## src/core/ssb_pkg.sv

```systemverilog
// constants, types and decode tables for the subtract/shift/bank/stop group
// assumes one core clock and a synchronous active-high reset
// Behaviour
// - bank zero select, 4F, 1 byte 4 cycles, clears bank bit, no flags
// - bank one select, 5F, 1 byte 4 cycles, sets bank bit, no flags
// - subtract with borrow stores dst minus src minus carry via complement add
// - borrow subtract opcodes 32-36; 2B/4, 2B/6, 3B/6 cycle forms
// - borrow subtract: carry on borrow, zero on zero, sign on negative
// - borrow subtract overflow: opposite operand signs, result sign equals source
// - both subtracts set decimal-adjust; half-carry clear on bit 3 carry
// - carry force, DF, 1 byte 4 cycles, sets carry only
// - arithmetic right shift keeps bit 7, bit 0 to carry, D0/D1
// - shift flags: carry from bit 0, zero, sign, overflow cleared
// - pointer load, 31, selects pointers by src bits 1..0; one takes bits 7..3
// - both pointers take src 7..4; bit 3 is 0 and 1 respectively
// - pointers read at D6h and D7h; loading 40h gives 40h and 48h
// - halt, 7F, 1 byte 4 cycles, stops clocks, registers retained
// - stopped mode left only by reset or external interrupt; no flags
// - plain subtract stores dst minus src, opcodes 22-26, same forms
// - plain subtract flags: carry borrow, zero, sign, overflow as borrow form
package ssb_pkg;
  localparam logic [7:0] OP_BANK_ZERO = 8'h4f;
  localparam logic [7:0] OP_BANK_ONE = 8'h5f;
  localparam logic [7:0] OP_SUBB_LO = 8'h32;
  localparam logic [7:0] OP_SUBB_HI = 8'h36;
  localparam logic [7:0] OP_SUB_LO = 8'h22;
  localparam logic [7:0] OP_SUB_HI = 8'h26;
  localparam logic [7:0] OP_CARRY_FORCE = 8'hdf;
  localparam logic [7:0] OP_ASR_REG = 8'hd0;
  localparam logic [7:0] OP_ASR_IND = 8'hd1;
  localparam logic [7:0] OP_PTR_LOAD = 8'h31;
  localparam logic [7:0] OP_HALT = 8'h7f;
  // low opcode nibble of the two-operand forms
  localparam logic [3:0] FORM_RR = 4'h2;
  localparam logic [3:0] FORM_RIR = 4'h3;
  // condition word bit positions
  localparam int FLAG_C = 7;
  localparam int FLAG_Z = 6;
  localparam int FLAG_S = 5;
  localparam int FLAG_V = 4;
  localparam int FLAG_D = 3;
  localparam int FLAG_H = 2;
  localparam int FLAG_BANK = 0;
  localparam logic [7:0] COND_RESET = 8'h00;
  // pointer locations and reset values
  localparam logic [7:0] PTR0_ADDR = 8'hd6;
  localparam logic [7:0] PTR1_ADDR = 8'hd7;
  localparam logic [7:0] PTR0_RESET = 8'h00;
  localparam logic [7:0] PTR1_RESET = 8'h08;
  localparam logic [1:0] SEL_BOTH = 2'b00;
  localparam logic [1:0] SEL_ZERO = 2'b10;
  localparam logic [1:0] SEL_ONE = 2'b01;
  // timing counts in core cycles, and byte lengths
  localparam logic [2:0] CYC_SHORT = 3'h4;
  localparam logic [2:0] CYC_LONG = 3'h6;
  localparam logic [1:0] LEN_ONE = 2'h1;
  localparam logic [1:0] LEN_TWO = 2'h2;
  localparam logic [1:0] LEN_THREE = 2'h3;

  typedef enum logic [3:0] {
    K_BANK_ZERO, K_BANK_ONE, K_SUBB, K_SUB, K_CFORCE, K_ASR, K_PTR, K_HALT, K_BAD
  } ssb_kind_e;

  typedef struct packed {
    logic [7:0] opcode;
    logic [7:0] dst;
    logic [7:0] src;
  } ssb_insn_s;

  typedef struct packed {
    logic [7:0] value;
    logic c;
    logic z;
    logic s;
    logic v;
    logic d;
    logic h;
  } ssb_alu_s;

  function automatic ssb_kind_e ssb_kind(input logic [7:0] opc);
    ssb_kind_e k;
    k = K_BAD;
    if (opc == OP_BANK_ZERO) k = K_BANK_ZERO;
    if (opc == OP_BANK_ONE) k = K_BANK_ONE;
    if (opc >= OP_SUBB_LO && opc <= OP_SUBB_HI) k = K_SUBB;
    if (opc >= OP_SUB_LO && opc <= OP_SUB_HI) k = K_SUB;
    if (opc == OP_CARRY_FORCE) k = K_CFORCE;
    if (opc == OP_ASR_REG || opc == OP_ASR_IND) k = K_ASR;
    if (opc == OP_PTR_LOAD) k = K_PTR;
    if (opc == OP_HALT) k = K_HALT;
    return k;
  endfunction

  // two-operand forms: r,r short; r,@r long; full-address forms long and 3 bytes
  function automatic logic [2:0] ssb_cycles(input logic [7:0] opc);
    ssb_kind_e k;
    k = ssb_kind(opc);
    if ((k == K_SUBB || k == K_SUB) && opc[3:0] != FORM_RR) return CYC_LONG;
    return CYC_SHORT;
  endfunction

  function automatic logic [1:0] ssb_bytes(input logic [7:0] opc);
    ssb_kind_e k;
    k = ssb_kind(opc);
    if (k == K_SUBB || k == K_SUB)
      return (opc[3:0] > FORM_RIR) ? LEN_THREE : LEN_TWO;
    if (k == K_ASR || k == K_PTR) return LEN_TWO;
    return LEN_ONE;
  endfunction
endpackage

```

## src/core/ssb_sub_shift_alu.sv

```systemverilog
// subtract and arithmetic right shift datapath with flag results
// assumes operands are held stable by the caller; purely combinational
`timescale 1ns/10ps
module ssb_sub_shift_alu (
  input wire logic [7:0] dst,
  input wire logic [7:0] src,
  input wire logic carry_in,
  input wire logic use_borrow,
  input wire logic shift_sel,
  output ssb_pkg::ssb_alu_s res
);
  import ssb_pkg::*;

  // subtraction as dst + ~src + 1, minus the borrow when asked
  always_comb begin
    logic [8:0] sum;
    logic [4:0] low;
    logic cin;
    sum = 9'h000;
    low = 5'h00;
    cin = use_borrow ? ~carry_in : 1'b1;
    sum = {1'b0, dst} + {1'b0, ~src} + {8'h00, cin};
    low = {1'b0, dst[3:0]} + {1'b0, ~src[3:0]} + {4'h0, cin};
    res = '0;
    if (shift_sel) begin
      res.value = {dst[7], dst[7:1]};
      res.c = dst[0];
      res.v = 1'b0;
    end else begin
      res.value = sum[7:0];
      res.c = ~sum[8]; // no carry out means a borrow
      res.v = (dst[7] != src[7]) && (sum[7] == src[7]);
      res.d = 1'b1;
      res.h = ~low[4];
    end
    res.z = (res.value == 8'h00);
    res.s = res.value[7];
  end
endmodule

```

## src/core/ssb_exec_unit.sv

```systemverilog
// execution unit for bank select, subtracts, carry force, arithmetic shift,
// pointer load and clock-stop entry; owns the condition word and pointers
// assumes the core fetches operands and writes dst_result back itself
`timescale 1ns/10ps
module ssb_exec_unit (
  input wire logic clk_sys,
  input wire logic reset,
  input wire logic issue,
  input ssb_pkg::ssb_insn_s insn,
  input wire logic ext_wake,
  input wire logic [7:0] reg_addr,
  output logic busy,
  output logic done,
  output logic bad_op,
  output logic [1:0] insn_bytes,
  output logic [7:0] dst_result,
  output logic dst_we,
  output logic [7:0] cond_word,
  output logic [7:0] ptr_zero,
  output logic [7:0] ptr_one,
  output logic [7:0] reg_rdata,
  output logic stopped
);
  import ssb_pkg::*;

  typedef enum logic [1:0] {
    ST_IDLE = 2'b00,
    ST_RUN = 2'b01,
    ST_STOP = 2'b11
  } ssb_state_e;

  ssb_state_e state;
  ssb_insn_s cur;
  ssb_kind_e kind;
  logic [2:0] cnt;
  logic [2:0] wake_ff;
  logic wake_lvl;
  ssb_alu_s alu;
  logic take;
  logic finish;

  assign take = issue && state == ST_IDLE;
  assign finish = state == ST_RUN && cnt == 3'h0;

  ssb_sub_shift_alu u_alu (
    .dst(cur.dst),
    .src(cur.src),
    .carry_in(cond_word[FLAG_C]),
    .use_borrow(kind == K_SUBB),
    .shift_sel(kind == K_ASR),
    .res(alu)
  );

  // interrupt pin: three stages, level changes once stages two and three agree
  always_ff @(posedge clk_sys) begin
    if (reset) begin
      wake_ff <= 3'h0;
      wake_lvl <= 1'b0;
    end else begin
      wake_ff <= {wake_ff[1:0], ext_wake};
      if (wake_ff[1] == wake_ff[2]) wake_lvl <= wake_ff[2];
    end
  end

  // sequencing: an instruction owns the unit for its full cycle count
  always_ff @(posedge clk_sys) begin
    if (reset) begin
      state <= ST_IDLE;
      cnt <= 3'h0;
      cur <= '0;
      kind <= K_BAD;
      insn_bytes <= 2'h0;
    end else begin
      unique case (state)
        ST_IDLE: begin
          if (issue) begin
            cur <= insn;
            kind <= ssb_kind(insn.opcode);
            insn_bytes <= ssb_bytes(insn.opcode);
            cnt <= 3'(ssb_cycles(insn.opcode) - 3'h2);
            state <= ST_RUN;
          end
        end
        ST_RUN: begin
          if (cnt != 3'h0) begin
            cnt <= cnt - 3'h1;
          end else begin
            state <= (kind == K_HALT) ? ST_STOP : ST_IDLE;
          end
        end
        ST_STOP: begin
          // only the interrupt pin or reset leaves; state elsewhere is kept
          if (wake_lvl) state <= ST_IDLE;
        end
      endcase
    end
  end

  // status outputs follow the sequencer one edge behind its decision
  always_ff @(posedge clk_sys) begin
    if (reset) begin
      busy <= 1'b0;
      done <= 1'b0;
      bad_op <= 1'b0;
      stopped <= 1'b0;
    end else begin
      busy <= take || (state == ST_RUN && !finish);
      done <= finish;
      bad_op <= finish && kind == K_BAD;
      if (finish && kind == K_HALT) begin
        stopped <= 1'b1; // core and system clocks gated by this level
      end else if (state == ST_STOP && wake_lvl) begin
        stopped <= 1'b0;
      end
    end
  end

  // destination write-back for the operations that produce a byte
  always_ff @(posedge clk_sys) begin
    if (reset) begin
      dst_result <= 8'h00;
      dst_we <= 1'b0;
    end else begin
      dst_we <= finish && (kind == K_SUBB || kind == K_SUB || kind == K_ASR);
      if (finish) dst_result <= alu.value;
    end
  end

  // condition word: each kind touches only its own bits
  always_ff @(posedge clk_sys) begin
    if (reset) begin
      cond_word <= COND_RESET;
    end else if (finish) begin
      unique case (kind)
        K_BANK_ZERO: cond_word[FLAG_BANK] <= 1'b0;
        K_BANK_ONE: cond_word[FLAG_BANK] <= 1'b1;
        K_CFORCE: cond_word[FLAG_C] <= 1'b1;
        K_SUBB, K_SUB: begin
          cond_word[FLAG_C] <= alu.c;
          cond_word[FLAG_Z] <= alu.z;
          cond_word[FLAG_S] <= alu.s;
          cond_word[FLAG_V] <= alu.v;
          cond_word[FLAG_D] <= alu.d;
          cond_word[FLAG_H] <= alu.h;
        end
        K_ASR: begin
          cond_word[FLAG_C] <= alu.c;
          cond_word[FLAG_Z] <= alu.z;
          cond_word[FLAG_S] <= alu.s;
          cond_word[FLAG_V] <= 1'b0;
        end
        K_PTR, K_HALT, K_BAD: ;
      endcase
    end
  end

  // window pointers; select 11 writes nothing, an unused encoding
  always_ff @(posedge clk_sys) begin
    if (reset) begin
      ptr_zero <= PTR0_RESET;
      ptr_one <= PTR1_RESET;
    end else if (finish && kind == K_PTR) begin
      unique case (cur.src[1:0])
        SEL_ZERO: ptr_zero[7:3] <= cur.src[7:3];
        SEL_ONE: ptr_one[7:3] <= cur.src[7:3];
        SEL_BOTH: begin
          ptr_zero[7:3] <= {cur.src[7:4], 1'b0};
          ptr_one[7:3] <= {cur.src[7:4], 1'b1};
        end
        default: ;
      endcase
    end
  end

  // register-file view of the pointers; other addresses read zero
  always_ff @(posedge clk_sys) begin
    if (reset) begin
      reg_rdata <= 8'h00;
    end else begin
      reg_rdata <= (reg_addr == PTR0_ADDR) ? ptr_zero :
                   (reg_addr == PTR1_ADDR) ? ptr_one : 8'h00;
    end
  end
endmodule

```

## config.mk

```make
export PLATFORM = sky130hd
export DESIGN_NAME = ssb_exec_unit
export DESIGN_NICKNAME = d
export VERILOG_FILES = /design/src/core/ssb_pkg.sv /design/src/core/ssb_sub_shift_alu.sv /design/src/core/ssb_exec_unit.sv
export SDC_FILE = /design/constraint.sdc
export NUM_CORES = 1
export LEC_CHECK = 0
export ABC_CLOCK_PERIOD_IN_PS = 3600
export BUFFER_PORTS_ARGS = -buffer_cell sky130_fd_sc_hd__clkbuf_2
export CAP_MARGIN = 20
export CORE_ASPECT_RATIO = 0.7
export CORE_MARGIN = 5
export CORE_UTILIZATION = 50
export DETAILED_ROUTE_END_ITERATION = 6
export PLACE_DENSITY = 0.79
export SETUP_SLACK_MARGIN = 0.4
export SLEW_MARGIN = 20
export SYNTH_ARGS = -nofsm -noshare
export SYNTH_HDL_FRONTEND = slang
export SYNTH_SLANG_ARGS = --single-unit
```

## constraint.sdc

```tcl
create_clock -name clk_sys -period 3.6 [get_ports clk_sys]
set_input_delay 0.18 -clock clk_sys [delete_from_list [all_inputs] [get_ports clk_sys]]
set_output_delay 0.18 -clock clk_sys [all_outputs]
set_load 0.02 [all_outputs]
```

==> results.json <==
{
  "clock_insertion_delay_worst_skew_ps": 360,
  "drtAntennaViolNets": 0,
  "postSynthRegisterBits": 66,
  "synth_top_family_by_area": "simple AND/OR/NAND/NOR gates",
  "cp_data_arrival_time_ps": 3290,
  "ir_worst_vdd_mv": 0.269,
  "timing.final.crit_period_ps": 2990,
  "hpwl_um": 6020,
  "netlist.top_cell.by_area": "sky130_fd_sc_hd__dfxtp_1",
  "dominantRegCellSynth": "sky130_fd_sc_hd__dfxtp_1",
  "worstPathBufferInverterCount": 1,
  "compound_gate_fraction_of_synth_area_pct": 19.9,
  "cells_after_synthesis": 408,
  "max_slew_margin_pct": 47.9,
  "mostFrequentLayoutCell": "sky130_fd_sc_hd__clkbuf_2",
  "cts.repair_timing.setup_buffer_count": 0,
  "clock_sinks": 66,
  "adder_cell_fraction_of_synth_area_pct": 4.55,
  "yosysWarnings": 0,
  "area_fraction_of_the_dominant_cell_type_after_synthesis_pct": 39.4,
  "worstPathRequired_ps": 3900,
  "cts_tree": "built",
  "grt_pass1_vias": 2837,
  "cts.clk_slew.worst_paths_ps": 80,
  "async_reset_ff_share_pct": 0,
  "critical_path.most_common_cell": "sky130_fd_sc_hd__fa_1",
  "reg2reg_from": "kind[1]",
  "std_cell_rows": 25,
  "final_weighted_congestion_in_routability_driven_placement": 0.956,
  "post-route-period-util_pct": 83.1,
  "grt_start_max_net_pins": 62,
  "per_cell_via_count_in_the_routed_design": 5.35,
  "drt_iter0_markers": 210,
  "timing.hold.worst.class": "primary input to flop",
  "drt_first_pass_iters": 6,
  "totalWireLength_um": 8210,
  "dr_total_vias": 3040,
  "routed_wire_length_per_instance_um": 14.5,
  "floorplan.io_pins": 83,
  "mean_area_per_synthesized_cell_sq_um": 8.22,
  "cts_repair_resize_count": 0,
  "ctsRootBufferMaster": "sky130_fd_sc_hd__clkbuf_8",
  "antennaDiodeCount": 0,
  "timing_hold_violations_final": 0,
  "tot_gr_track_use_pct": 20.0,
  "dieHeight_um": 78.5,
  "maximum_level_of_the_cts_h_tree": 3,
  "placed_cell_area_sq_um": 3690,
  "timing.hold.worst_path_depth": 3,
  "cts_hold_buffers": 0,
  "fin_area_sq_um": 3950,
  "timing_max_transition_violations_final": 0,
  "final.setup.tns_ps": 0,
  "crit_path_cell_trace": "or2b_1, nor4b_1, fa_1, inv_1, fa_1, a21o_1, a211oi_1, nor3_2, a211oi_2, and4_1, a21bo_1",
  "xor_xnor_share_of_the_synthesized_area_pct": 0.522,
  "grt_first_pass_wirelength_um": 13300,
  "max_freq_mhz": 334,
  "synth_sequential_area_ratio_pct": 39.4,
  "area_of_the_core_sq_um": 6630,
  "rsz_0062_raised_after_global_routing": "no",
  "finalSetupViolCount": 0,
  "reg2regPathDepth": 11,
  "place.port_buffers": 72,
  "critical-path-max-stage-delay_ps": 440,
  "power.density_cell_area_nw_per_um2": 519,
  "critical_path.slowest_cell": "sky130_fd_sc_hd__dfxtp_2",
  "synthesis.area_sq_um": 3360,
  "area_of_the_die_sq_um": 8480,
  "num-fill-cells": 637,
  "critPathMaxFanout": 9,
  "synthSimpleGateAreaFrac_pct": 24.6,
  "start_kind": "flop",
  "total_power_w": 0.00205,
  "overflow": 0,
  "number_of_unique_standard_cell_types_used_by_synthesis": 60,
  "fin_worst_skew_ps": 11.5,
  "drv.max_cap_violation_count": 0,
  "timing.setup.critical_path_class": "flop to flop",
  "hold_ws_ps": 36.9,
  "worst_setup_path_end_kind": "flop",
  "timing.critical_path.from": "kind[1]",
  "detail_route.drc_violations": 0,
  "synth_enable_flop_cells": 0,
  "top_cells_by_area_synth": "sky130_fd_sc_hd__dfxtp_1, sky130_fd_sc_hd__a21oi_1, sky130_fd_sc_hd__nor2_1",
  "status": "completed",
  "initial_antenna_violation_count": 0,
  "post_route_cells_drive_above_1_share_pct": 22.2,
  "final_stage_net_count": 516,
  "start_util_pct": 50.6,
  "worst_slew_pin_slew_ps": 781,
  "die_w_um": 108,
  "hp-start": "insn[15]",
  "leakage_nw": 1.62,
  "cts_inserted_buffers": 9,
  "layout.cells.most_common_list": "sky130_fd_sc_hd__clkbuf_2, sky130_fd_sc_hd__dfxtp_1, sky130_fd_sc_hd__nor2_1",
  "ctsLongestPathBuffers": 2,
  "path_delay_family": "simple AND/OR/NAND/NOR gates",
  "synth.area.mux_share_pct": 2.98,
  "critical_path_cell_count": 11,
  "synthToLayoutAreaGrowth_pct": 17.8
}
-- synth_stat cells, types with 6 or more instances --
cell                        n
sky130_fd_sc_hd__dfxtp_1   66
sky130_fd_sc_hd__ha_1       9
sky130_fd_sc_hd__nor3_1    11
sky130_fd_sc_hd__nand2_1   51
sky130_fd_sc_hd__nor2b_1    8
sky130_fd_sc_hd__nand2b_1   6
sky130_fd_sc_hd__clkbuf_1  13
sky130_fd_sc_hd__nor2_1    54
sky130_fd_sc_hd__inv_1     17
sky130_fd_sc_hd__buf_4     12
sky130_fd_sc_hd__a211oi_1  10
sky130_fd_sc_hd__mux2i_1   10
sky130_fd_sc_hd__o21ai_0   13
sky130_fd_sc_hd__a21oi_1   45
-- cell families (layout without fill, tap and decap cells) --
| logic type | after synthesis | count (layout) |
|---|---|---|
| mux | 10 | 10 |
| flops | 66 | 66 |
| simple gates | 165 | 165 |
| other cells | 1 | 10 |
| compound gates | 102 | 102 |
| xor+xnor | 2 | 2 |
| buf+inv | 51 | 108 |
| fa+ha+maj | 11 | 11 |
-- cell type report --
| type | count | area, sq um | area share [%] |
|---|---|---|---|
| clock buffer | 10 | 138 | 3.48 |
| clock inverter | 6 | 114 | 2.88 |
| inverter | 17 | 63.8 | 1.61 |
| multi-input combinational | 300 | 1810 | 45.9 |
| sequential | 66 | 1320 | 33.5 |
| tap | 94 | 118 | 2.98 |
| timing repair buffer | 75 | 383 | 9.69 |
-- tightest hold or removal path: stages --
cell	delay [ps]
sky130_fd_sc_hd__clkbuf_2	80
sky130_fd_sc_hd__nand2_1	50
sky130_fd_sc_hd__a21oi_1	50
-- worst paths after layout --
path,slack (ps),endpoint
setup / recovery,610,cond_word[6]
hold / removal,40,cur[15]
setup reg to reg,610,cond_word[6]
hold reg to reg,450,cond_word[3]
-- state kept, by name, summed over array words and instances (netlist names) --
name,flops
dst_result,8
ptr_zero,5
cnt,3
wake_lvl,1
kind,4
cond_word,7
cur,16
reg_rdata,5
bad_op,1
stopped,1
state,2
dst_we,1
done,1
busy,1
ptr_one,5
wake_ff,3
insn_bytes,2
-- power breakdown --
part | internal [W] | switching (W) | total (W)
sequential | 0.000779 | 0.0000490 | 0.000828
clock | 0.000480 | 0.000293 | 0.000773
combinational | 0.000178 | 0.000270 | 0.000449
total | 0.00144 | 0.000612 | 0.00205
-- metal layers --
layer / track usage [%] / part of all wire (%)
met2: 30.3 / 41
met3: 7.89 / 9.9
met5: 0 / 0
met4: 4.92 / 1.1
met1: 26.7 / 48
-- stage by stage --
step	util (%)	std cells	setup WS (ps)
2_1_floorplan	-	417	772
3_3_place_gp	55.7	552	608
3_5_place_dp	55.7	552	500
4_1_cts	59.5	568	506
5_1_grt	59.6	568	450
6_report	59.6	568	610
Note: power is estimated with default switching activity, not from simulation.
